==> src/mcr_pkg.sv <==
// Package with register map, field positions and reset values
package mcr_pkg;

    localparam int          ADDR_W            = 8;
    localparam int          DATA_W            = 8;

    // ----------------------------------------------------------------------
    // Register offsets
    // ----------------------------------------------------------------------
    localparam logic [7:0]  OFS_MON_CTRL      = 8'h7C;
    localparam logic [7:0]  OFS_VOLTAGE_GROUP_IRQ_ENABLE_IRQ_EN   = 8'h7E;
    localparam logic [7:0]  OFS_DEV_CFG       = 8'h7F;

    // ----------------------------------------------------------------------
    // Reset values
    // ----------------------------------------------------------------------
    localparam logic [7:0]  RST_MON_CTRL      = 8'h40;
    localparam logic [7:0]  RST_VOLTAGE_GROUP_IRQ_ENABLE_IRQ_EN   = 8'hEC;
    localparam logic [7:0]  RST_DEV_CFG       = 8'h10;

    // ----------------------------------------------------------------------
    // Field positions
    // ----------------------------------------------------------------------
    localparam int          MC_LOW_POWER      = 0;
    localparam int          MC_MON_MODE       = 1;
    localparam int          MC_IRQ_OUT_EN     = 2;
    localparam int          MC_AVG_LO         = 5;
    localparam int          MC_AVG_MID        = 6;
    localparam int          MC_AVG_HI         = 7;
    localparam int          VI_GROUP          = 0;
    // Bits that exist as real flops in the voltage enable register
    localparam logic [7:0]  VI_IMPL_MASK      = 8'hED;
    localparam int          VI_NUM_SRC        = 5;
    localparam int          DC_SPEED3_IRQ     = 0;
    localparam int          DC_DRIVE2_IRQ     = 1;
    localparam int          DC_TEMP_VALID     = 3;
    localparam int          DC_SPINUP         = 4;
    localparam int          DC_SOFT_RESET     = 7;
    // Writable bits of the configuration register (valid, bit 2 and soft reset excluded)
    localparam logic [7:0]  DC_WR_MASK        = 8'h73;

    // ----------------------------------------------------------------------
    // Averaging counts
    // ----------------------------------------------------------------------
    localparam logic [7:0]  AVG_1             = 8'h01;
    localparam logic [7:0]  AVG_8             = 8'h08;
    localparam logic [7:0]  AVG_16            = 8'h10;
    localparam logic [7:0]  AVG_32            = 8'h20;
    localparam logic [7:0]  AVG_128           = 8'h80;

endpackage : mcr_pkg

==> src/mcr_cfg_if.sv <==
// Interface carrying decoded control fields between register and pin logic
`timescale 1ns/100ps
interface mcr_cfg_if;
    logic        irq_output_enable;
    logic        voltage_group_irq_enable;
    logic        speed3_pin_as_irq;
    logic        drive2_pin_as_irq;
    logic [2:0]  averaging_select;

    modport source (output irq_output_enable, voltage_group_irq_enable,
                    speed3_pin_as_irq, drive2_pin_as_irq, averaging_select);
    modport sink   (input  irq_output_enable, voltage_group_irq_enable,
                    speed3_pin_as_irq, drive2_pin_as_irq, averaging_select);
endinterface : mcr_cfg_if

==> src/mcr_avg_decode.sv <==
// Priority decoder from averaging select to averages per reading
`timescale 1ns/100ps
module mcr_avg_decode
    import mcr_pkg::*;
(
    input  wire logic        clk,
    input  wire logic        reset,
    mcr_cfg_if.sink          cfg,
    output logic [7:0]       remote_avg_count,
    output logic [7:0]       local_avg_count
);

    logic [7:0]  next_remote;
    logic [7:0]  next_local;

    always_comb
    begin
        // Highest set bit wins; lower bits are don't-care
        if (cfg.averaging_select[MC_AVG_HI - MC_AVG_LO])            // RULE6
        begin
            next_remote = AVG_32;
            next_local  = AVG_32;
        end
        else if (cfg.averaging_select[MC_AVG_MID - MC_AVG_LO])      // RULE7
        begin
            next_remote = AVG_16;
            next_local  = AVG_16;
        end
        else if (cfg.averaging_select[0])
        begin
            next_remote = AVG_16;
            next_local  = AVG_1;
        end
        else
        begin
            next_remote = AVG_128;
            next_local  = AVG_8;
        end
    end

    always_ff @(posedge clk)
    begin
        if (reset)
        begin
            remote_avg_count <= AVG_16;
            local_avg_count  <= AVG_16;
        end
        else
        begin
            remote_avg_count <= next_remote;
            local_avg_count  <= next_local;
        end
    end

endmodule : mcr_avg_decode

==> src/mcr_irq_pins.sv <==
// Shared pin multiplexer and interrupt output driver
`timescale 1ns/100ps
module mcr_irq_pins
    import mcr_pkg::*;
(
    input  wire logic        clk,
    input  wire logic        reset,
    mcr_cfg_if.sink          cfg,
    input  wire logic        voltage_error,
    input  wire logic        other_group_error,
    input  wire logic        fan_drive_2,
    output logic             speed3_pin_out,
    output logic             speed3_pin_oe,
    output logic             drive2_pin_out,
    output logic             drive2_pin_oe
);

    logic  irq_active;

    // Open-drain style interrupt: only ever drives low, released otherwise
    always_ff @(posedge clk)
    begin
        if (reset)
            irq_active <= 1'b0;
        else
            irq_active <= cfg.irq_output_enable &&                  // RULE4
                          ((cfg.voltage_group_irq_enable &&
                            voltage_error) ||                       // RULE10
                           other_group_error);                      // RULE17
    end

    always_comb
    begin
        speed3_pin_out = 1'b0;
        speed3_pin_oe  = cfg.speed3_pin_as_irq && irq_active;       // RULE11
        if (cfg.drive2_pin_as_irq)                                  // RULE12
        begin
            drive2_pin_out = 1'b0;
            drive2_pin_oe  = irq_active;                            // RULE17
        end
        else
        begin
            drive2_pin_out = fan_drive_2;
            drive2_pin_oe  = 1'b1;
        end
    end

endmodule : mcr_irq_pins

==> src/mcr_regs.sv <==
// Monitor control register bank top level
`timescale 1ns/100ps
// --------------------------------------------------------------------------
// How it works
// RULE1: Lock set makes all three registers ignore writes.
// RULE2: Monitor control bit 0 picks sleep (0) or shutdown (1).
// RULE3: Bit 1 picks continuous (0) or cycle (1) monitoring.
// RULE4: Bit 2 enables the interrupt pin function; off by default.
// RULE5: Software keeps reserved bits 3 and 4 at zero.
// RULE6: Averaging field bits 7:5 priority encoded; bit 7 gives 32.
// RULE7: Averages per field: 000 128/8, 001 16/1, 01x 16, 1xx 32.
// RULE8: Averaging field resets to 010, sixteen averages everywhere.
// RULE9: Voltage enable bits let each voltage error set status.
// RULE10: Voltage group bit lets voltage errors pull interrupt low.
// RULE11: Config bit 0 selects speed input 3 or interrupt pin.
// RULE12: Config bit 1 selects drive output 2 or interrupt pin.
// RULE13: Temperature valid bit reads one once readings are valid.
// RULE14: Spin-up reduction enable bit, set by default.
// RULE15: Software keeps config bits 5 and 6 at defaults.
// RULE16: Writing soft reset resets registers then clears itself.
// RULE17: Interrupt only on selected pin, low while enabled error active.
// --------------------------------------------------------------------------
module mcr_regs
    import mcr_pkg::*;
(
    input  wire logic                clk,
    input  wire logic                reset,
    input  wire logic                reg_write,
    input  wire logic                reg_read,
    input  wire logic [ADDR_W-1:0]   reg_addr,
    input  wire logic [DATA_W-1:0]   reg_wdata,
    output logic      [DATA_W-1:0]   reg_rdata,
    input  wire logic                lock,
    input  wire logic                temp_valid_in,
    input  wire logic [VI_NUM_SRC-1:0] voltage_errors_raw,
    input  wire logic                other_group_error,
    input  wire logic                fan_drive_2,
    output logic                     low_power_select,
    output logic                     monitor_mode_select,
    output logic                     spinup_reduction_enable,
    output logic [VI_NUM_SRC-1:0]    voltage_status_set,
    output logic [7:0]               remote_avg_count,
    output logic [7:0]               local_avg_count,
    output logic                     speed3_pin_out,
    output logic                     speed3_pin_oe,
    output logic                     drive2_pin_out,
    output logic                     drive2_pin_oe
);

    // ----------------------------------------------------------------------
    // Storage
    // ----------------------------------------------------------------------
    logic [7:0]   monitor_control;
    logic [7:0]   voltage_irq_enable;
    logic [7:0]   device_configuration;
    logic         soft_reset_pending;
    logic         wr_ok;
    logic         any_reset;
    logic [VI_NUM_SRC-1:0] src_en;
    logic         voltage_error;

    mcr_cfg_if    cfg ();

    assign wr_ok     = reg_write && !lock;                          // RULE1
    // Soft reset applies on the cycle after the write, then drops
    assign any_reset = reset || soft_reset_pending;                 // RULE16

    always_ff @(posedge clk)
    begin
        if (reset)
            soft_reset_pending <= 1'b0;
        else
            soft_reset_pending <= wr_ok && reg_addr == OFS_DEV_CFG &&
                                  reg_wdata[DC_SOFT_RESET];         // RULE16
    end

    // ----------------------------------------------------------------------
    // Monitor control
    // ----------------------------------------------------------------------
    // Reserved bits 3 and 4 are stored as written; software keeps them zero
    always_ff @(posedge clk)
    begin
        if (any_reset)
            monitor_control <= RST_MON_CTRL;                        // RULE8
        else if (wr_ok && reg_addr == OFS_MON_CTRL)
            monitor_control <= reg_wdata;                           // RULE5
    end

    // ----------------------------------------------------------------------
    // Voltage interrupt enable
    // ----------------------------------------------------------------------
    always_ff @(posedge clk)
    begin
        if (any_reset)
            voltage_irq_enable <= RST_VOLTAGE_GROUP_IRQ_ENABLE_IRQ_EN;
        else if (wr_ok && reg_addr == OFS_VOLTAGE_GROUP_IRQ_ENABLE_IRQ_EN)
            voltage_irq_enable <= reg_wdata & VI_IMPL_MASK;
    end

    // ----------------------------------------------------------------------
    // Device configuration
    // ----------------------------------------------------------------------
    // Valid bit is live status and the trigger self-clears, so neither is kept
    always_ff @(posedge clk)
    begin
        if (any_reset)
            device_configuration <= RST_DEV_CFG;
        else if (wr_ok && reg_addr == OFS_DEV_CFG)
            device_configuration <= reg_wdata & DC_WR_MASK;         // RULE15
    end

    // ----------------------------------------------------------------------
    // Read path
    // ----------------------------------------------------------------------
    always_ff @(posedge clk)
    begin
        if (reset)
            reg_rdata <= '0;
        else if (reg_read)
        begin
            case (reg_addr)
                OFS_MON_CTRL:    reg_rdata <= monitor_control;
                OFS_VOLTAGE_GROUP_IRQ_ENABLE_IRQ_EN: reg_rdata <= voltage_irq_enable;
                OFS_DEV_CFG:
                begin
                    reg_rdata <= device_configuration;
                    reg_rdata[DC_TEMP_VALID] <= temp_valid_in;      // RULE13
                end
                default:         reg_rdata <= '0;
            endcase
        end
    end

    // ----------------------------------------------------------------------
    // Control outputs
    // ----------------------------------------------------------------------
    always_ff @(posedge clk)
    begin
        if (reset)
        begin
            low_power_select        <= RST_MON_CTRL[MC_LOW_POWER];
            monitor_mode_select     <= RST_MON_CTRL[MC_MON_MODE];
            spinup_reduction_enable <= RST_DEV_CFG[DC_SPINUP];
        end
        else
        begin
            low_power_select        <= monitor_control[MC_LOW_POWER]; // RULE2
            monitor_mode_select     <= monitor_control[MC_MON_MODE];  // RULE3
            spinup_reduction_enable <=
                device_configuration[DC_SPINUP];                    // RULE14
        end
    end

    // Enables in order: 2.5V, core, 5V, 12V, main
    assign src_en = {voltage_irq_enable[7:5], voltage_irq_enable[3:2]};

    always_ff @(posedge clk)
    begin
        if (reset)
            voltage_status_set <= '0;
        else
            voltage_status_set <= voltage_errors_raw & src_en;      // RULE9
    end

    assign voltage_error = |voltage_status_set;

    assign cfg.irq_output_enable        = monitor_control[MC_IRQ_OUT_EN];
    assign cfg.voltage_group_irq_enable = voltage_irq_enable[VI_GROUP];
    assign cfg.speed3_pin_as_irq        = device_configuration[DC_SPEED3_IRQ];
    assign cfg.drive2_pin_as_irq        = device_configuration[DC_DRIVE2_IRQ];
    assign cfg.averaging_select         = monitor_control[MC_AVG_HI:MC_AVG_LO];

    // ----------------------------------------------------------------------
    // Submodules
    // ----------------------------------------------------------------------
    mcr_avg_decode u_avg (
        .clk              (clk),
        .reset            (reset),
        .cfg              (cfg),
        .remote_avg_count (remote_avg_count),
        .local_avg_count  (local_avg_count)
    );

    mcr_irq_pins u_pins (
        .clk               (clk),
        .reset             (reset),
        .cfg               (cfg),
        .voltage_error     (voltage_error),
        .other_group_error (other_group_error),
        .fan_drive_2       (fan_drive_2),
        .speed3_pin_out    (speed3_pin_out),
        .speed3_pin_oe     (speed3_pin_oe),
        .drive2_pin_out    (drive2_pin_out),
        .drive2_pin_oe     (drive2_pin_oe)
    );

endmodule : mcr_regs

==> config.mk <==
export PLATFORM = sky130hd
export DESIGN_NAME = mcr_regs
export DESIGN_NICKNAME = d
export VERILOG_FILES = /design/src/mcr_pkg.sv /design/src/mcr_cfg_if.sv /design/src/mcr_avg_decode.sv /design/src/mcr_irq_pins.sv /design/src/mcr_regs.sv
export SDC_FILE = /design/constraint.sdc
export NUM_CORES = 1
export LEC_CHECK = 0
export ABC_CLOCK_PERIOD_IN_PS = 1350
export BUFFER_PORTS_ARGS = -buffer_cell sky130_fd_sc_hd__buf_4
export CORE_ASPECT_RATIO = 0.5
export CORE_UTILIZATION = 35
export CTS_CLUSTER_DIAMETER = 120
export CTS_CLUSTER_SIZE = 25
export DETAILED_ROUTE_END_ITERATION = 10
export SLEW_MARGIN = 10
export SYNTH_ARGS = -nofsm -noshare
export SYNTH_HDL_FRONTEND = slang
export SYNTH_SLANG_ARGS = --single-unit
==> constraint.sdc <==
create_clock -name clk -period 1.35 [get_ports clk]
set_input_delay 0.0675 -clock clk [delete_from_list [all_inputs] [get_ports clk]]
set_output_delay 0.0675 -clock clk [all_outputs]
set_load 0.01 [all_outputs]
==> results.py <==
metrics = {
    "placed_design": {
        "dpl_cell_area_um2": 2360,
        "hpwl_um": 3630,
        "pre_cts_ws_ns": 0.138,
        "routabilityCongestion": 0.882,
        "port_buffers": 54,
    },
    "setup_path": {
        "arrival_ns": 1.37,
        "cp-end-kind": "flop",
        "crit_path_max_fanout": 2,
        "path_class": "reg -> reg",
        "required_ns": 1.54,
        "startpoint_type": "flop",
    },
    "timing": {
        "fin_ws_ns": 0.168,
        "setup_viol": 0,
        "period_share": 0.876,
        "finalCriticalPeriod_ns": 1.18,
        "final-hold-violation-count": 0,
        "holdWs_ns": 0.00655,
        "finClkSkew_ns": 0.00152,
        "grt_setup_unrepaired": "false",
        "max_freq_mhz": 846,
        "tns_ns": 0,
        "final_max_slew_viol_count": 0,
    },
    "yosys": {
        "synthArstFlopShare": 0,
        "synth_top_family_by_area": "simple AND/OR/NAND/NOR gates",
        "ys_ff_latch": 42,
        "synth_ff_type": "dfxtp_1",
        "muxShareOfSynthArea": 0.108,
        "synth_xor_area_frac": 0,
        "yosys.area_share.simple": 0.249,
        "ys_seq_area_frac": 0.430,
        "synthesis.instances": 204,
        "synth_area_um2": 1950,
        "avgSynthCellArea_um2": 9.58,
        "synth_adder_area_share": 0,
        "synth_edf_count": 0,
        "yosysWarnings": 0,
        "yosysUniqueCellTypes": 41,
        "synth_compound_gate_area_share": 0.113,
    },
    "die": {
        "die_w_um": 108,
        "initial_utilization": 0.381,
        "ioPinCount": 65,
        "core.rowCount": 18,
        "core-area_um2": 5130,
        "die-area_um2": 5910,
        "dieHeight_um": 54.8,
    },
    "routing": {
        "ant_nets": 0,
        "drt_iter0_drc": 70,
        "drtPass1Iterations": 4,
        "wirelength_um": 4690,
        "routedWlPerCell_um": 14.2,
        "vias_per_cell": 4.96,
        "remaining_drc_errors": 0,
        "vias": 1641,
    },
    "finish": {
        "antenna_cells": 0,
        "nets": 289,
        "final_layout_size_suffix_gt1_frac": 0.307,
        "final_common_cell": "buf_4",
        "fin_area_um2": 2500,
        "fillers": 470,
        "final_cell_mix": "buf_4, dfxtp_1, nand2_1",
        "synthToLayoutAreaGrowth_pct": 28.0,
    },
    "power_and_ir_drop": {
        "cellLeakagePower_nw": 1.07,
        "clkPwrFrac": 0.396,
        "comb_power_share": 0.104,
        "seq_power_share": 0.500,
        "powerDensity_nw_per_um2": 999,
        "switchingPower_uw": 580,
        "ir_drop_mv": 0.436,
        "p_sw_frac": 0.232,
        "p_int_mw": 1.92,
    },
    "global_route": {
        "grt-ovfl-total": 0,
        "antenna_found_initial": 0,
        "grt_max_degree": 20,
        "grt_pass1_wl_um": 7270,
        "grt_pass1_vias": 1478,
        "grt_usage": 0.169,
    },
    "clock_network": {
        "cts-root-buf": "clkbuf_8",
        "htreeDepth": 2,
        "cts_max_path_buffers": 2,
        "cts_tree": "done",
        "cts_buffers": 5,
        "clock_latency_ns": 0.29,
        "clk_pin_slew_worst_paths_ns": 0.08,
        "cts.sinks": 42,
    },
    "run": {
        "max_cap_viol_count": 0,
    },
    "run_status": {
        "status": "finished clean",
    },
    "min_path": {
        "hold_class": "in -> reg",
    },
}
==> worst max-delay path, cell delays in order (launching register included) <==
cell and delay [ns]:
dfxtp_1 0.32, or4_1 0.54, o21ai_1 0.15, a21oi_1 0.08
==> worst paths after layout <==
kind / to / cells past startpoint / start / slack, ns
setup / recovery: u_pins.irq_active / 3 / voltage_status_set[1] / 0.17
hold reg to reg: voltage_status_set[2] / 2 / voltage_irq_enable[5] / 0.45
hold / removal: voltage_status_set[1] / 3 / voltage_errors_raw[1] / 0.007
setup reg to reg: u_pins.irq_active / 3 / voltage_status_set[1] / 0.17
==> flip-flops by register name, summed over array words and instances (netlist names) <==
register and cells:
monitor_control 8, reg_rdata 8, voltage_irq_enable 6, device_configuration 5, voltage_status_set 5, u_avg.local_avg_count 3, u_avg.remote_avg_count 2, low_power_select 1
monitor_mode_select 1, soft_reset_pending 1, spinup_reduction_enable 1, u_pins.irq_active 1
==> synthesized netlist by cell type, types with 2 or more instances <==
cell type / instances / share of area
mux2i_1: 14 / 0.072
nand2_1: 20 / 0.038
nor3_1: 4 / 0.010
o21ai_1: 2 / 0.0051
buf_6: 4 / 0.023
a21oi_1: 7 / 0.018
inv_1: 3 / 0.0058
mux2_1: 5 / 0.029
nor2_2: 2 / 0.0064
and2_1: 2 / 0.0064
nor2b_1: 10 / 0.032
clkbuf_1: 2 / 0.0038
buf_2: 6 / 0.015
nand4_1: 7 / 0.022
a221oi_1: 3 / 0.013
nor2_1: 17 / 0.033
dfxtp_1: 42 / 0.43
a22oi_1: 2 / 0.0077
or2_1: 2 / 0.0064
nor4_1: 2 / 0.0064
o32ai_2: 2 / 0.017
nand2b_1: 9 / 0.029
o31ai_1: 4 / 0.015
a41oi_1: 4 / 0.018
buf_4: 13 / 0.050
==> final cells by class <==
class,instances,area [um^2],area share
clock buffer,6,72.6,0.0290
clock inverter,2,37.5,0.0150
inverter,3,11.3,0.00450
multi-input combinational,143,956,0.382
sequential,42,841,0.336
tap,70,87.6,0.0350
timing repair buffer,65,495,0.198
==> power groups by stage <==
stage | Sequential [mW] | Combinational [mW] | Clock (mW)
after global routing | 1.25 | 0.280 | 1.07
after detailed placement | 1.28 | 0.251 | 0
after floorplan | 1.28 | 0.147 | 0
final | 1.25 | 0.260 | 0.989
after CTS | 1.25 | 0.259 | 1.00
after global placement | 1.28 | 0.249 | 0
==> per-stage QoR <==
step / util / power (mW) / cells
2_1_floorplan: - / 1.43 / 213
3_3_place_gp: 0.460 / 1.53 / 320
3_5_place_dp: 0.460 / 1.53 / 320
4_1_cts: 0.487 / 2.51 / 331
5_1_grt: 0.487 / 2.60 / 331
6_report: 0.487 / 2.50 / 331
==> layer usage <==
layer,global-route usage,vias up,share of wire
li1,-,806,-
met3,0.0429,6,0.061
met5,0,-,0
met4,0.0502,0,0.010
met2,0.267,59,0.43
met1,0.229,770,0.50
==> logic make-up (layout without fill, tap and decap cells) <==
group / after synthesis / in the layout
flops: 42 / 42
simple gates: 85 / 85
other cells: 1 / 10
mux: 20 / 20
buf+inv: 28 / 76
compound gates: 28 / 28
==> what timing repair did <==
action | CTS | global route
gates resized for setup | 0 | 0
endpoints found under the hold margin | 3 | 0
hold buffers | 3 | 0
buffers inserted | 0 | 0
setup endpoints to repair | 0 | 0
Note: power is estimated with default switching activity, not from simulation.
